$ cat config.mk
export PLATFORM = sky130hd
export DESIGN_NAME = dhtm_top
export DESIGN_NICKNAME = d
export VERILOG_FILES = /design/src/hw/dhtm_top.v
export VERILOG_INCLUDE_DIRS = /design/src /design/src/shared
export SDC_FILE = /design/constraint.sdc
export NUM_CORES = 1
export LEC_CHECK = 0
export ABC_CLOCK_PERIOD_IN_PS = 11100
export BUFFER_PORTS_ARGS = -buffer_cell sky130_fd_sc_hd__buf_4
export CAP_MARGIN = 10
export CORE_ASPECT_RATIO = 2
export CORE_MARGIN = 2
export CORE_UTILIZATION = 55
export CTS_BUF_LIST = sky130_fd_sc_hd__clkbuf_8 sky130_fd_sc_hd__clkbuf_16
export CTS_CLUSTER_DIAMETER = 50
export DETAILED_ROUTE_END_ITERATION = 8
export GPL_TIMING_DRIVEN = 0
export PLACE_DENSITY = 0.78
export SYNTH_ARGS = -nofsm -noshare
export SYNTH_HDL_FRONTEND = slang
export SYNTH_SLANG_ARGS = --single-unit
$ cat constraint.sdc
create_clock -name clk -period 11.1 [get_ports clk]
set_input_delay 2.22 -clock clk [delete_from_list [all_inputs] [get_ports clk]]
set_output_delay 2.22 -clock clk [all_outputs]
set_load 0.02 [all_outputs]
$ cat src/shared/dhtm_consts.vh
// constants for the drive health and thermal monitor block
`ifndef DHTM_CONSTS_VH
`define DHTM_CONSTS_VH
// register byte offsets
`define DHTM_OFF_CTRL 8'h00
`define DHTM_OFF_REFT 8'h04
`define DHTM_OFF_STAT 8'h08
`define DHTM_OFF_SENSE 8'h0C
`define DHTM_OFF_TLEFT 8'h10
`define DHTM_OFF_TEMP 8'h14
// control register fields
`define DHTM_CTRL_DEX 0
`define DHTM_CTRL_ONLINE 1
`define DHTM_CTRL_EW 2
`define DHTM_CTRL_MR_LO 4
`define DHTM_CTRL_MR_HI 7
`define DHTM_CTRL_RST 8'h04
// status register fields
`define DHTM_ST_PF 0
`define DHTM_ST_TW 1
`define DHTM_ST_RND 2
`define DHTM_ST_BUSY 3
`define DHTM_ST_OFFL 4
`define DHTM_ST_PEND 5
// temperature limits in degrees c
`define DHTM_TRIP_MAX 8'h41
`define DHTM_REF_RST 8'h41
// sense key, asc and ascq codes
`define DHTM_KEY_REC 8'h01
`define DHTM_ASC_PF 8'h5D
`define DHTM_ASC_TW 8'h0B
`define DHTM_ASCQ_TW 8'h01
`define DHTM_ASC_RND 8'h37
`define DHTM_ASCQ_RND 8'h00
// timing
`define DHTM_CLK_HZ 25000000
`define DHTM_MEAS_SEC 7200
`define DHTM_TEMP_SEC 600
`define DHTM_ON_DLY_MS 118
`define DHTM_FULL_DLY_MS 146
`endif

$ cat src/hw/dhtm_top.v
// drive health monitor with thermal trip points and axi4-lite registers
//
// Decided for this implementation: the AXI4-Lite interface to the registers and the register offsets.
`timescale 1ns/1ps
`include "dhtm_consts.vh"

// What this block does
// exception disable turns all monitoring off; here the temperature warning ignores it and is still raised
// performance bit skips all off-line measurement
// enabled monitor collects on-line data per operation
// rezero measures, saves, restarts two-hour timer
// time to next measurement readable by host
// save every two hours, deferred until idle
// started measurement and save runs to completion
// monitor delay within 118 or 146 ms
// predictive failure sense code via report method
// predictive failure code survives resets, power cycles
// interval and failure counters per attribute
// errors over threshold mark window unacceptable
// window end clears both counters
// history counter up bad, down good, floor zero
// history at predictive threshold signals failure
// temperature sampled at power-up, every ten minutes
// temperature over trip point raises warning code
// current temperature returned in unit code field
// warning gated by enable, delivered by method
// first trip point fixed at 65 c
// second trip point programmable, default 65 c
// reference above 65 clamps and reports rounding
// per-attribute limits constant, counters saturate
module dhtm_top #(
   parameter AW = 2,
   parameter [15:0] INTERVAL = 16'h03E8,
   parameter [15:0] ERR_THR = 16'h000A,
   parameter [7:0] PRED_THR = 8'h08,
   parameter SEC_CYC = `DHTM_CLK_HZ,
   parameter [15:0] MEAS_SEC = `DHTM_MEAS_SEC,
   parameter [15:0] TEMP_SEC = `DHTM_TEMP_SEC,
   parameter ON_DLY = `DHTM_ON_DLY_MS * (`DHTM_CLK_HZ / 1000),
   parameter FULL_DLY = `DHTM_FULL_DLY_MS * (`DHTM_CLK_HZ / 1000)
) (
   // clock, reset, enable
   input wire clk,
   input wire reset,
   input wire ce,
   // axi4-lite write channels
   input wire [7:0] s_axi_awaddr,
   input wire s_axi_awvalid,
   output wire s_axi_awready,
   input wire [31:0] s_axi_wdata,
   input wire [3:0] s_axi_wstrb,
   input wire s_axi_wvalid,
   output wire s_axi_wready,
   output reg [1:0] s_axi_bresp,
   output reg s_axi_bvalid,
   input wire s_axi_bready,
   // axi4-lite read channels
   input wire [7:0] s_axi_araddr,
   input wire s_axi_arvalid,
   output wire s_axi_arready,
   output reg [31:0] s_axi_rdata,
   output reg [1:0] s_axi_rresp,
   output reg s_axi_rvalid,
   input wire s_axi_rready,
   // drive activity
   input wire op_valid,
   input wire [AW-1:0] op_attr,
   input wire op_error,
   input wire host_idle,
   input wire rezero,
   input wire bus_reset_in,
   input wire [7:0] temp_in,
   // non-volatile failure record
   input wire nv_pf_in,
   output reg nv_pf_write,
   // report toward host
   output wire sense_valid,
   output reg [31:0] sense_code,
   output reg mon_busy,
   output reg offline_meas
);
   localparam NATTR = 1 << AW;

   // saturating increment shared by the interval and failure counters
   function [15:0] sat16;
      input [15:0] v;
      begin
         sat16 = (v == 16'hFFFF) ? v : v + 16'h0001;
      end
   endfunction

   reg [7:0] ctrl_q;
   reg [7:0] reft_q;
   reg [7:0] temp_q;
   reg pf_q;
   reg tw_q;
   reg rnd_q;
   reg pend_q;
   reg [AW-1:0] pf_attr_q;
   reg [31:0] pre_q;
   reg [15:0] meas_sec_q;
   reg [15:0] temp_sec_q;
   reg [31:0] busy_cnt_q;
   reg first_q;
   reg [15:0] ic_q [0:NATTR-1];
   reg [15:0] fc_q [0:NATTR-1];
   reg [7:0] hist_q [0:NATTR-1];
   reg [15:0] ic_n;
   reg [15:0] fc_n;
   reg [7:0] hist_n;
   reg pf_set;
   reg [AW-1:0] pf_at;
   integer i;

   wire dex = ctrl_q[`DHTM_CTRL_DEX];
   wire performance_priority_bit = ctrl_q[`DHTM_CTRL_ONLINE];
   wire ew = ctrl_q[`DHTM_CTRL_EW];
   wire [3:0] report_method_field = ctrl_q[`DHTM_CTRL_MR_HI:`DHTM_CTRL_MR_LO];
   wire sec_tick = (pre_q == SEC_CYC - 1);

   // both write channels are taken together, one response at a time
   wire wr_go = ce & s_axi_awvalid & s_axi_wvalid & ~s_axi_bvalid;
   wire rd_go = ce & s_axi_arvalid & ~s_axi_rvalid;
   assign s_axi_awready = wr_go;
   assign s_axi_wready = wr_go;
   assign s_axi_arready = rd_go;
   wire wr_ctrl = wr_go & (s_axi_awaddr == `DHTM_OFF_CTRL) & s_axi_wstrb[0];
   wire wr_reft = wr_go & (s_axi_awaddr == `DHTM_OFF_REFT) & s_axi_wstrb[0];
   wire wr_stat = wr_go & (s_axi_awaddr == `DHTM_OFF_STAT) & s_axi_wstrb[0];
   wire wr_ok = (s_axi_awaddr == `DHTM_OFF_CTRL) | (s_axi_awaddr == `DHTM_OFF_REFT)
      | (s_axi_awaddr == `DHTM_OFF_STAT);
   wire ref_over = (s_axi_wdata[31:0] > {24'h000000, `DHTM_TRIP_MAX});

   // temperature trips, first fixed, second user set
   wire trip = (temp_in > `DHTM_TRIP_MAX) | (temp_in > reft_q);
   wire temp_sample = first_q | (sec_tick & (temp_sec_q == 16'h0000));
   wire tw_set = temp_sample & ew & trip;

   // sense is offered only when a reporting method is chosen
   assign sense_valid = (pf_q | tw_q | rnd_q) & (report_method_field != 4'h0);

   // one second prescaler, the time base of every long schedule
   always @(posedge clk or posedge reset)
   begin
      if (reset)
         pre_q <= 32'h00000000;
      else if (ce)
         pre_q <= sec_tick ? 32'h00000000 : pre_q + 32'h00000001;
   end

   // control and reference temperature registers
   always @(posedge clk or posedge reset)
   begin
      if (reset)
      begin
         ctrl_q <= `DHTM_CTRL_RST;
         reft_q <= `DHTM_REF_RST;
      end
      else if (ce)
      begin
         if (wr_ctrl)
            ctrl_q <= s_axi_wdata[7:0];
         if (wr_reft)
            reft_q <= ref_over ? `DHTM_TRIP_MAX : s_axi_wdata[7:0];
      end
   end

   // write response; unmapped offsets answer slverr
   always @(posedge clk or posedge reset)
   begin
      if (reset)
      begin
         s_axi_bvalid <= 1'b0;
         s_axi_bresp <= 2'b00;
      end
      else if (ce)
      begin
         if (wr_go)
         begin
            s_axi_bvalid <= 1'b1;
            s_axi_bresp <= wr_ok ? 2'b00 : 2'b10;
         end
         else if (s_axi_bready)
            s_axi_bvalid <= 1'b0;
      end
   end

   // read data path
   always @(posedge clk or posedge reset)
   begin
      if (reset)
      begin
         s_axi_rvalid <= 1'b0;
         s_axi_rdata <= 32'h00000000;
         s_axi_rresp <= 2'b00;
      end
      else if (ce)
      begin
         if (rd_go)
         begin
            s_axi_rvalid <= 1'b1;
            s_axi_rresp <= 2'b00;
            case (s_axi_araddr)
               `DHTM_OFF_CTRL: s_axi_rdata <= {24'h000000, ctrl_q};
               `DHTM_OFF_REFT: s_axi_rdata <= {24'h000000, reft_q};
               `DHTM_OFF_STAT: s_axi_rdata <= {{(24-AW){1'b0}}, pf_attr_q,
                  2'b00, pend_q, offline_meas, mon_busy, rnd_q, tw_q, pf_q};
               `DHTM_OFF_SENSE: s_axi_rdata <= sense_code;
               `DHTM_OFF_TLEFT: s_axi_rdata <= {16'h0000, meas_sec_q};
               `DHTM_OFF_TEMP: s_axi_rdata <= {24'h000000, temp_q};
               default:
               begin
                  s_axi_rdata <= 32'h00000000;
                  s_axi_rresp <= 2'b10;
               end
            endcase
         end
         else if (s_axi_rready)
            s_axi_rvalid <= 1'b0;
      end
   end

   // temperature sampling: once after reset, then every ten minutes
   always @(posedge clk or posedge reset)
   begin
      if (reset)
      begin
         first_q <= 1'b1;
         temp_q <= 8'h00;
         temp_sec_q <= 16'h0000;
      end
      else if (ce)
      begin
         first_q <= 1'b0;
         if (temp_sample)
            temp_q <= temp_in;
         if (first_q)
            temp_sec_q <= TEMP_SEC - 16'h0001;
         else if (sec_tick)
            temp_sec_q <= (temp_sec_q == 16'h0000) ? TEMP_SEC - 16'h0001
               : temp_sec_q - 16'h0001;
      end
   end

   // measurement scheduler; a scheduled save waits for idle, a rezero save does not, and neither can stop
   always @(posedge clk or posedge reset)
   begin
      if (reset)
      begin
         meas_sec_q <= 16'h0000;
         pend_q <= 1'b0;
         mon_busy <= 1'b0;
         offline_meas <= 1'b0;
         busy_cnt_q <= 32'h00000000;
      end
      else if (ce)
      begin
         if (first_q)
            meas_sec_q <= MEAS_SEC;
         else if (rezero & ~dex)
         begin
            meas_sec_q <= MEAS_SEC;
            pend_q <= 1'b0;
         end
         else if (sec_tick & ~dex & (meas_sec_q != 16'h0000))
            meas_sec_q <= meas_sec_q - 16'h0001;
         else if ((meas_sec_q == 16'h0000) & ~dex & ~first_q)
         begin
            pend_q <= 1'b1;
            meas_sec_q <= MEAS_SEC;
         end
         if (mon_busy)
         begin
            // no abort path: only the budget count ends it
            if (busy_cnt_q == 32'h00000000)
            begin
               mon_busy <= 1'b0;
               offline_meas <= 1'b0;
            end
            else
               busy_cnt_q <= busy_cnt_q - 32'h00000001;
         end
         else if (~dex & (rezero | (pend_q & host_idle)))
         begin
            mon_busy <= 1'b1;
            offline_meas <= ~performance_priority_bit;
            busy_cnt_q <= performance_priority_bit ? ON_DLY - 1 : FULL_DLY - 1;
            if (~rezero)
               pend_q <= 1'b0;
         end
      end
   end

   // per-attribute window evaluation for the current operation
   always @*
   begin
      ic_n = sat16(ic_q[op_attr]);
      fc_n = op_error ? sat16(fc_q[op_attr]) : fc_q[op_attr];
      hist_n = hist_q[op_attr];
      pf_set = 1'b0;
      pf_at = op_attr;
      if (ic_n >= INTERVAL)
      begin
         if (fc_n > ERR_THR)
            hist_n = (hist_q[op_attr] == 8'hFF) ? 8'hFF : hist_q[op_attr] + 8'h01;
         else if (hist_q[op_attr] != 8'h00)
            hist_n = hist_q[op_attr] - 8'h01;
         pf_set = op_valid & ~dex & (hist_n >= PRED_THR);
      end
   end

   // counters update only while monitoring is enabled
   always @(posedge clk or posedge reset)
   begin
      if (reset)
      begin
         for (i = 0; i < NATTR; i = i + 1)
         begin
            ic_q[i] <= 16'h0000;
            fc_q[i] <= 16'h0000;
            hist_q[i] <= 8'h00;
         end
      end
      else if (ce & op_valid & ~dex)
      begin
         hist_q[op_attr] <= hist_n;
         if (ic_n >= INTERVAL)
         begin
            ic_q[op_attr] <= 16'h0000;
            fc_q[op_attr] <= 16'h0000;
         end
         else
         begin
            ic_q[op_attr] <= ic_n;
            fc_q[op_attr] <= fc_n;
         end
      end
   end

   // sticky report flags; a set wins over a clear in the same cycle
   always @(posedge clk or posedge reset)
   begin
      if (reset)
      begin
         pf_q <= 1'b0;
         tw_q <= 1'b0;
         rnd_q <= 1'b0;
         pf_attr_q <= {AW{1'b0}};
         nv_pf_write <= 1'b0;
         sense_code <= 32'h00000000;
      end
      else if (ce)
      begin
         nv_pf_write <= pf_set & ~pf_q;
         if (first_q & nv_pf_in)
         begin
            pf_q <= 1'b1;
            sense_code <= {`DHTM_KEY_REC, `DHTM_ASC_PF, 8'h00, temp_in};
         end
         else if (pf_set)
         begin
            pf_q <= 1'b1;
            pf_attr_q <= pf_at;
            sense_code <= {`DHTM_KEY_REC, `DHTM_ASC_PF, {(8-AW){1'b0}}, pf_at,
               temp_q};
         end
         else if (tw_set & ~pf_q) // a standing failure code keeps priority
            sense_code <= {`DHTM_KEY_REC, `DHTM_ASC_TW, `DHTM_ASCQ_TW,
               temp_in};
         else if (wr_reft & ref_over & ~pf_q)
            sense_code <= {`DHTM_KEY_REC, `DHTM_ASC_RND, `DHTM_ASCQ_RND,
               temp_q};
         // bus reset spares the failure flag so it is not lost
         if (~pf_set & ~(first_q & nv_pf_in) & wr_stat & s_axi_wdata[`DHTM_ST_PF])
            pf_q <= 1'b0;
         if (tw_set)
            tw_q <= 1'b1;
         else if (bus_reset_in | (wr_stat & s_axi_wdata[`DHTM_ST_TW]))
            tw_q <= 1'b0;
         if (wr_reft & ref_over)
            rnd_q <= 1'b1;
         else if (bus_reset_in | (wr_stat & s_axi_wdata[`DHTM_ST_RND]))
            rnd_q <= 1'b0;
      end
   end

endmodule // dhtm_top

==> results_dict.tcl <==
set metrics [dict create \
    start_util 0.5573 \
    cp-end-kind "flop" \
    dpl.cell_count 2365 \
    hold_viol 0 \
    postCtsSetupRepairBufs 0 \
    antenna_found_initial 1 \
    place_congestion 0.9557 \
    drtPass1Iterations 5 \
    wire_per_inst_um 20.23 \
    crit_path_start "op_attr[1]" \
    instances_no_fill 2422 \
    ys_seq_area_frac 0.4729 \
    wl_mm 49.00 \
    cts_tree "yes" \
    hpwl_mm 37.26 \
    cp_max_fo 10 \
    drc 0 \
    power_density_nw_per_um2 139.0 \
    syn_area_um2 17580 \
    cp.arrival_ns 6.89 \
    num_rows 92 \
    p_total_mw 2.827 \
    timing.rr.end "sense_code[4]" \
    grt_pass1_wl_mm 77.87 \
    cts.path.max_buffers 3 \
    max-cap-violations 0 \
    setup.worst_path.class "in2reg" \
    grt_pass1_vias 15235 \
    synthArstFlopShare 1.000 \
    intPower_mw 2.077 \
    ios 153 \
    fp.coreArea_um2 31540 \
    synthAdderAreaFrac 0.01353 \
    nets 2069 \
    grt_max_degree 46 \
    synth-warning-count 0 \
    timing.final.ws_setup_ns 4.640 \
    switching_power_mw 0.7504 \
    port_buffers 120 \
    finalCriticalPeriod_ns 6.460 \
    critical_path.endpoint "sense_code[19]" \
    drive_above_1_share 0.1712 \
    p_comb_frac 0.128 \
    synth_top_family_by_area "simple AND/OR/NAND/NOR gates" \
    synthCells 1790 \
    root_buffer "clkbuf_16" \
    r2r-start "fc_q[0]" \
    die_w_um 130.4 \
    cts_hold_buf 0 \
    worst_pin_slew_ns 1.075 \
    fmax_ghz 0.1548 \
    cts-resized-gates 0 \
    dpl_worst_slack_ns 4.160 \
    p_seq_frac 0.477 \
    max-slew-margin-rel 0.2769 \
    final_util 0.6448 \
    final_area_um2 20340 \
    synth_edf_count 0 \
    vias 14578 \
    synth-compound-area-share 0.1269 \
    die_y_um 256.8 \
    numCtsBuffers 30 \
    cp-start-kind "input pin" \
    viasPerCell 6.019 \
    hold_ws_ns 0.4801 \
    yosys.area_share.simple 0.1968 \
    ir_drop_v 0.0001351 \
    area_growth_pct 15.70 \
    grt-ovfl-total 0 \
    grtUsageTotal 0.2961 \
    postSynthAreaPerCell_um2 9.819 \
    synthMuxAreaShare 0.1007 \
    p_leak_nw 9.271 \
    yosysUniqueCellTypes 76 \
    first_iter_violations 819 \
    finalSetupViolations 0 \
    h-tree-depth 1 \
    rsz0062_at_grt "false" \
    status "finished, final reports clean" \
    cts.clk_slew.worst_paths_ns 0.07 \
    worst-r2r-setup-slack_ns 6.66 \
    ys_ff_latch 332 \
    clkPwrFrac 0.395 \
    dieArea_um2 33490 \
    worstPathRequired_ns 11.53 \
    cts.sinks 332 \
    drtAntennaViolNets 0 \
    synth-xor-area-share 0.03937 \
    slew_violations 0 \
    clk-insertion-delay-late_ns 0.58 \
    power.share.switching 0.2654 \
    nFillCells 2624 \
    dpl-instance-area_um2 19260 \
    finalCritPeriodShare 0.5819 \
    clock_skew_ns 0.01781 \
    min_path_type "reg2reg" \
    tns_ns 0 \
    ys.flop_type "dfrtp_1" \
    r2r_cells 12 \
]
==> cells in the final DEF, fill, tap and decap left out, types with 34 or more instances in the layout <==
master,synthesis,routed
and2_1,47,47
mux2i_1,34,34
nand2_1,250,250
inv_1,61,64
nor2_1,114,114
mux4_2,41,41
buf_4,36,156
nor3_1,48,48
o21ai_0,169,169
xnor2_1,50,50
dfrtp_1,328,328
mux2_2,44,44
clkbuf_1,68,68
nand3_1,46,46
a21oi_1,37,37
==> per-layer routing <==
layer / wire, um / part of all wire / up-vias / GRT usage
li1: - / - / 6668 / -
met1: 16800 / 0.34 / 7215 / 0.3042
met2: 27070 / 0.55 / 503 / 0.5608
met3: 2085 / 0.043 / 192 / 0.03359
met4: 3039 / 0.062 / 0 / 0.1699
met5: 0 / 0 / - / 0
==> synth_stat cells, types with 15 or more instances <==
library cell / number / area, um2
a21oi_1: 37 / 185.2
a22o_1: 20 / 175.2
a31oi_1: 15 / 93.84
and2_1: 47 / 294.0
and3_1: 29 / 181.4
buf_4: 36 / 270.3
clkbuf_1: 68 / 255.2
dfrtp_1: 328 / 8208
ha_1: 19 / 237.7
inv_1: 61 / 229.0
mux2_2: 44 / 495.5
mux2i_1: 34 / 340.3
mux4_2: 41 / 923.4
nand2_1: 250 / 938.4
nand2b_1: 21 / 131.4
nand3_1: 46 / 230.2
nand4_1: 28 / 175.2
nor2_1: 114 / 427.9
nor3_1: 48 / 240.2
nor4_1: 23 / 143.9
o21ai_0: 169 / 845.8
o31ai_1: 18 / 135.1
xnor2_1: 50 / 437.9
xor2_1: 29 / 254.0
==> power groups by stage <==
stage	registers, mW	clock network (mW)	logic, mW
floorplan	1.36	0	0.237
global placement	1.36	0	0.338
detailed placement	1.37	0	0.358
CTS	1.35	1.13	0.361
global route	1.36	1.18	0.402
finish	1.35	1.12	0.361
==> worst max-delay path: stages <==
cell	delay, ns
buf_4	0.18
buf_4	0.26
buf_4	0.26
buf_4	0.25
mux4_2	0.41
inv_1	0.11
ha_1	0.16
inv_1	0.04
or2_2	0.28
clkbuf_1	0.16
xnor2_1	0.15
o311ai_0	0.54
nand4_1	0.16
nor3_1	0.45
o2bb2ai_1	0.29
nor2_2	0.15
o31a_1	0.31
buf_4	0.18
buf_6	0.16
a2bb2oi_1	0.13
==> how the worst min path moves through the flow <==
stage | end | slack (ns) | start | cells past startpoint
floorplan | pre_q[4] | 0.44 | pre_q[4] | 1
global placement | hist_q[16] | 0.46 | hist_q[16] | 2
detailed placement | fc_q[4] | 0.47 | fc_q[4] | 2
CTS | fc_q[14] | 0.48 | fc_q[14] | 2
global route | fc_q[26] | 0.50 | fc_q[26] | 2
finish | fc_q[38] | 0.48 | fc_q[38] | 2
==> sequential cells by signal (all words and copies together) (netlist names), 2 cells and up <==
| register | flops |
|---|---|
| fc_q | 64 |
| ic_q | 64 |
| busy_cnt_q | 32 |
| hist_q | 32 |
| pre_q | 32 |
| s_axi_rdata | 22 |
| meas_sec_q | 16 |
| sense_code | 16 |
| temp_sec_q | 16 |
| ctrl_q | 8 |
| reft_q | 8 |
| temp_q | 8 |
| pf_attr_q | 2 |
==> logic make-up (layout without fill, tap and decap cells) <==
logic type      count (synthesis)  after routing
simple gates                  695            695
fa+ha+maj                      19             19
other cells                     1             25
mux                           120            120
compound gates                362            362
xor+xnor                       79             79
flops                         332            332
buf+inv                       182            367
==> layout make-up <==
cell class,instances,area (um2),share of cell area
clock inverters,15,157.7,0.007752
multi-input cells,1299,8479,0.4170
flip-flops and latches,332,8313,0.4088
inverters,61,232.7,0.01144
repair buffers,129,1066,0.05242
diodes,1,2.502,0.0001231
plain buffers,121,641.9,0.03156
clock buffers,41,913.4,0.04491
well taps,423,529.3,0.02603
Power figures use the tool's default switching activity.
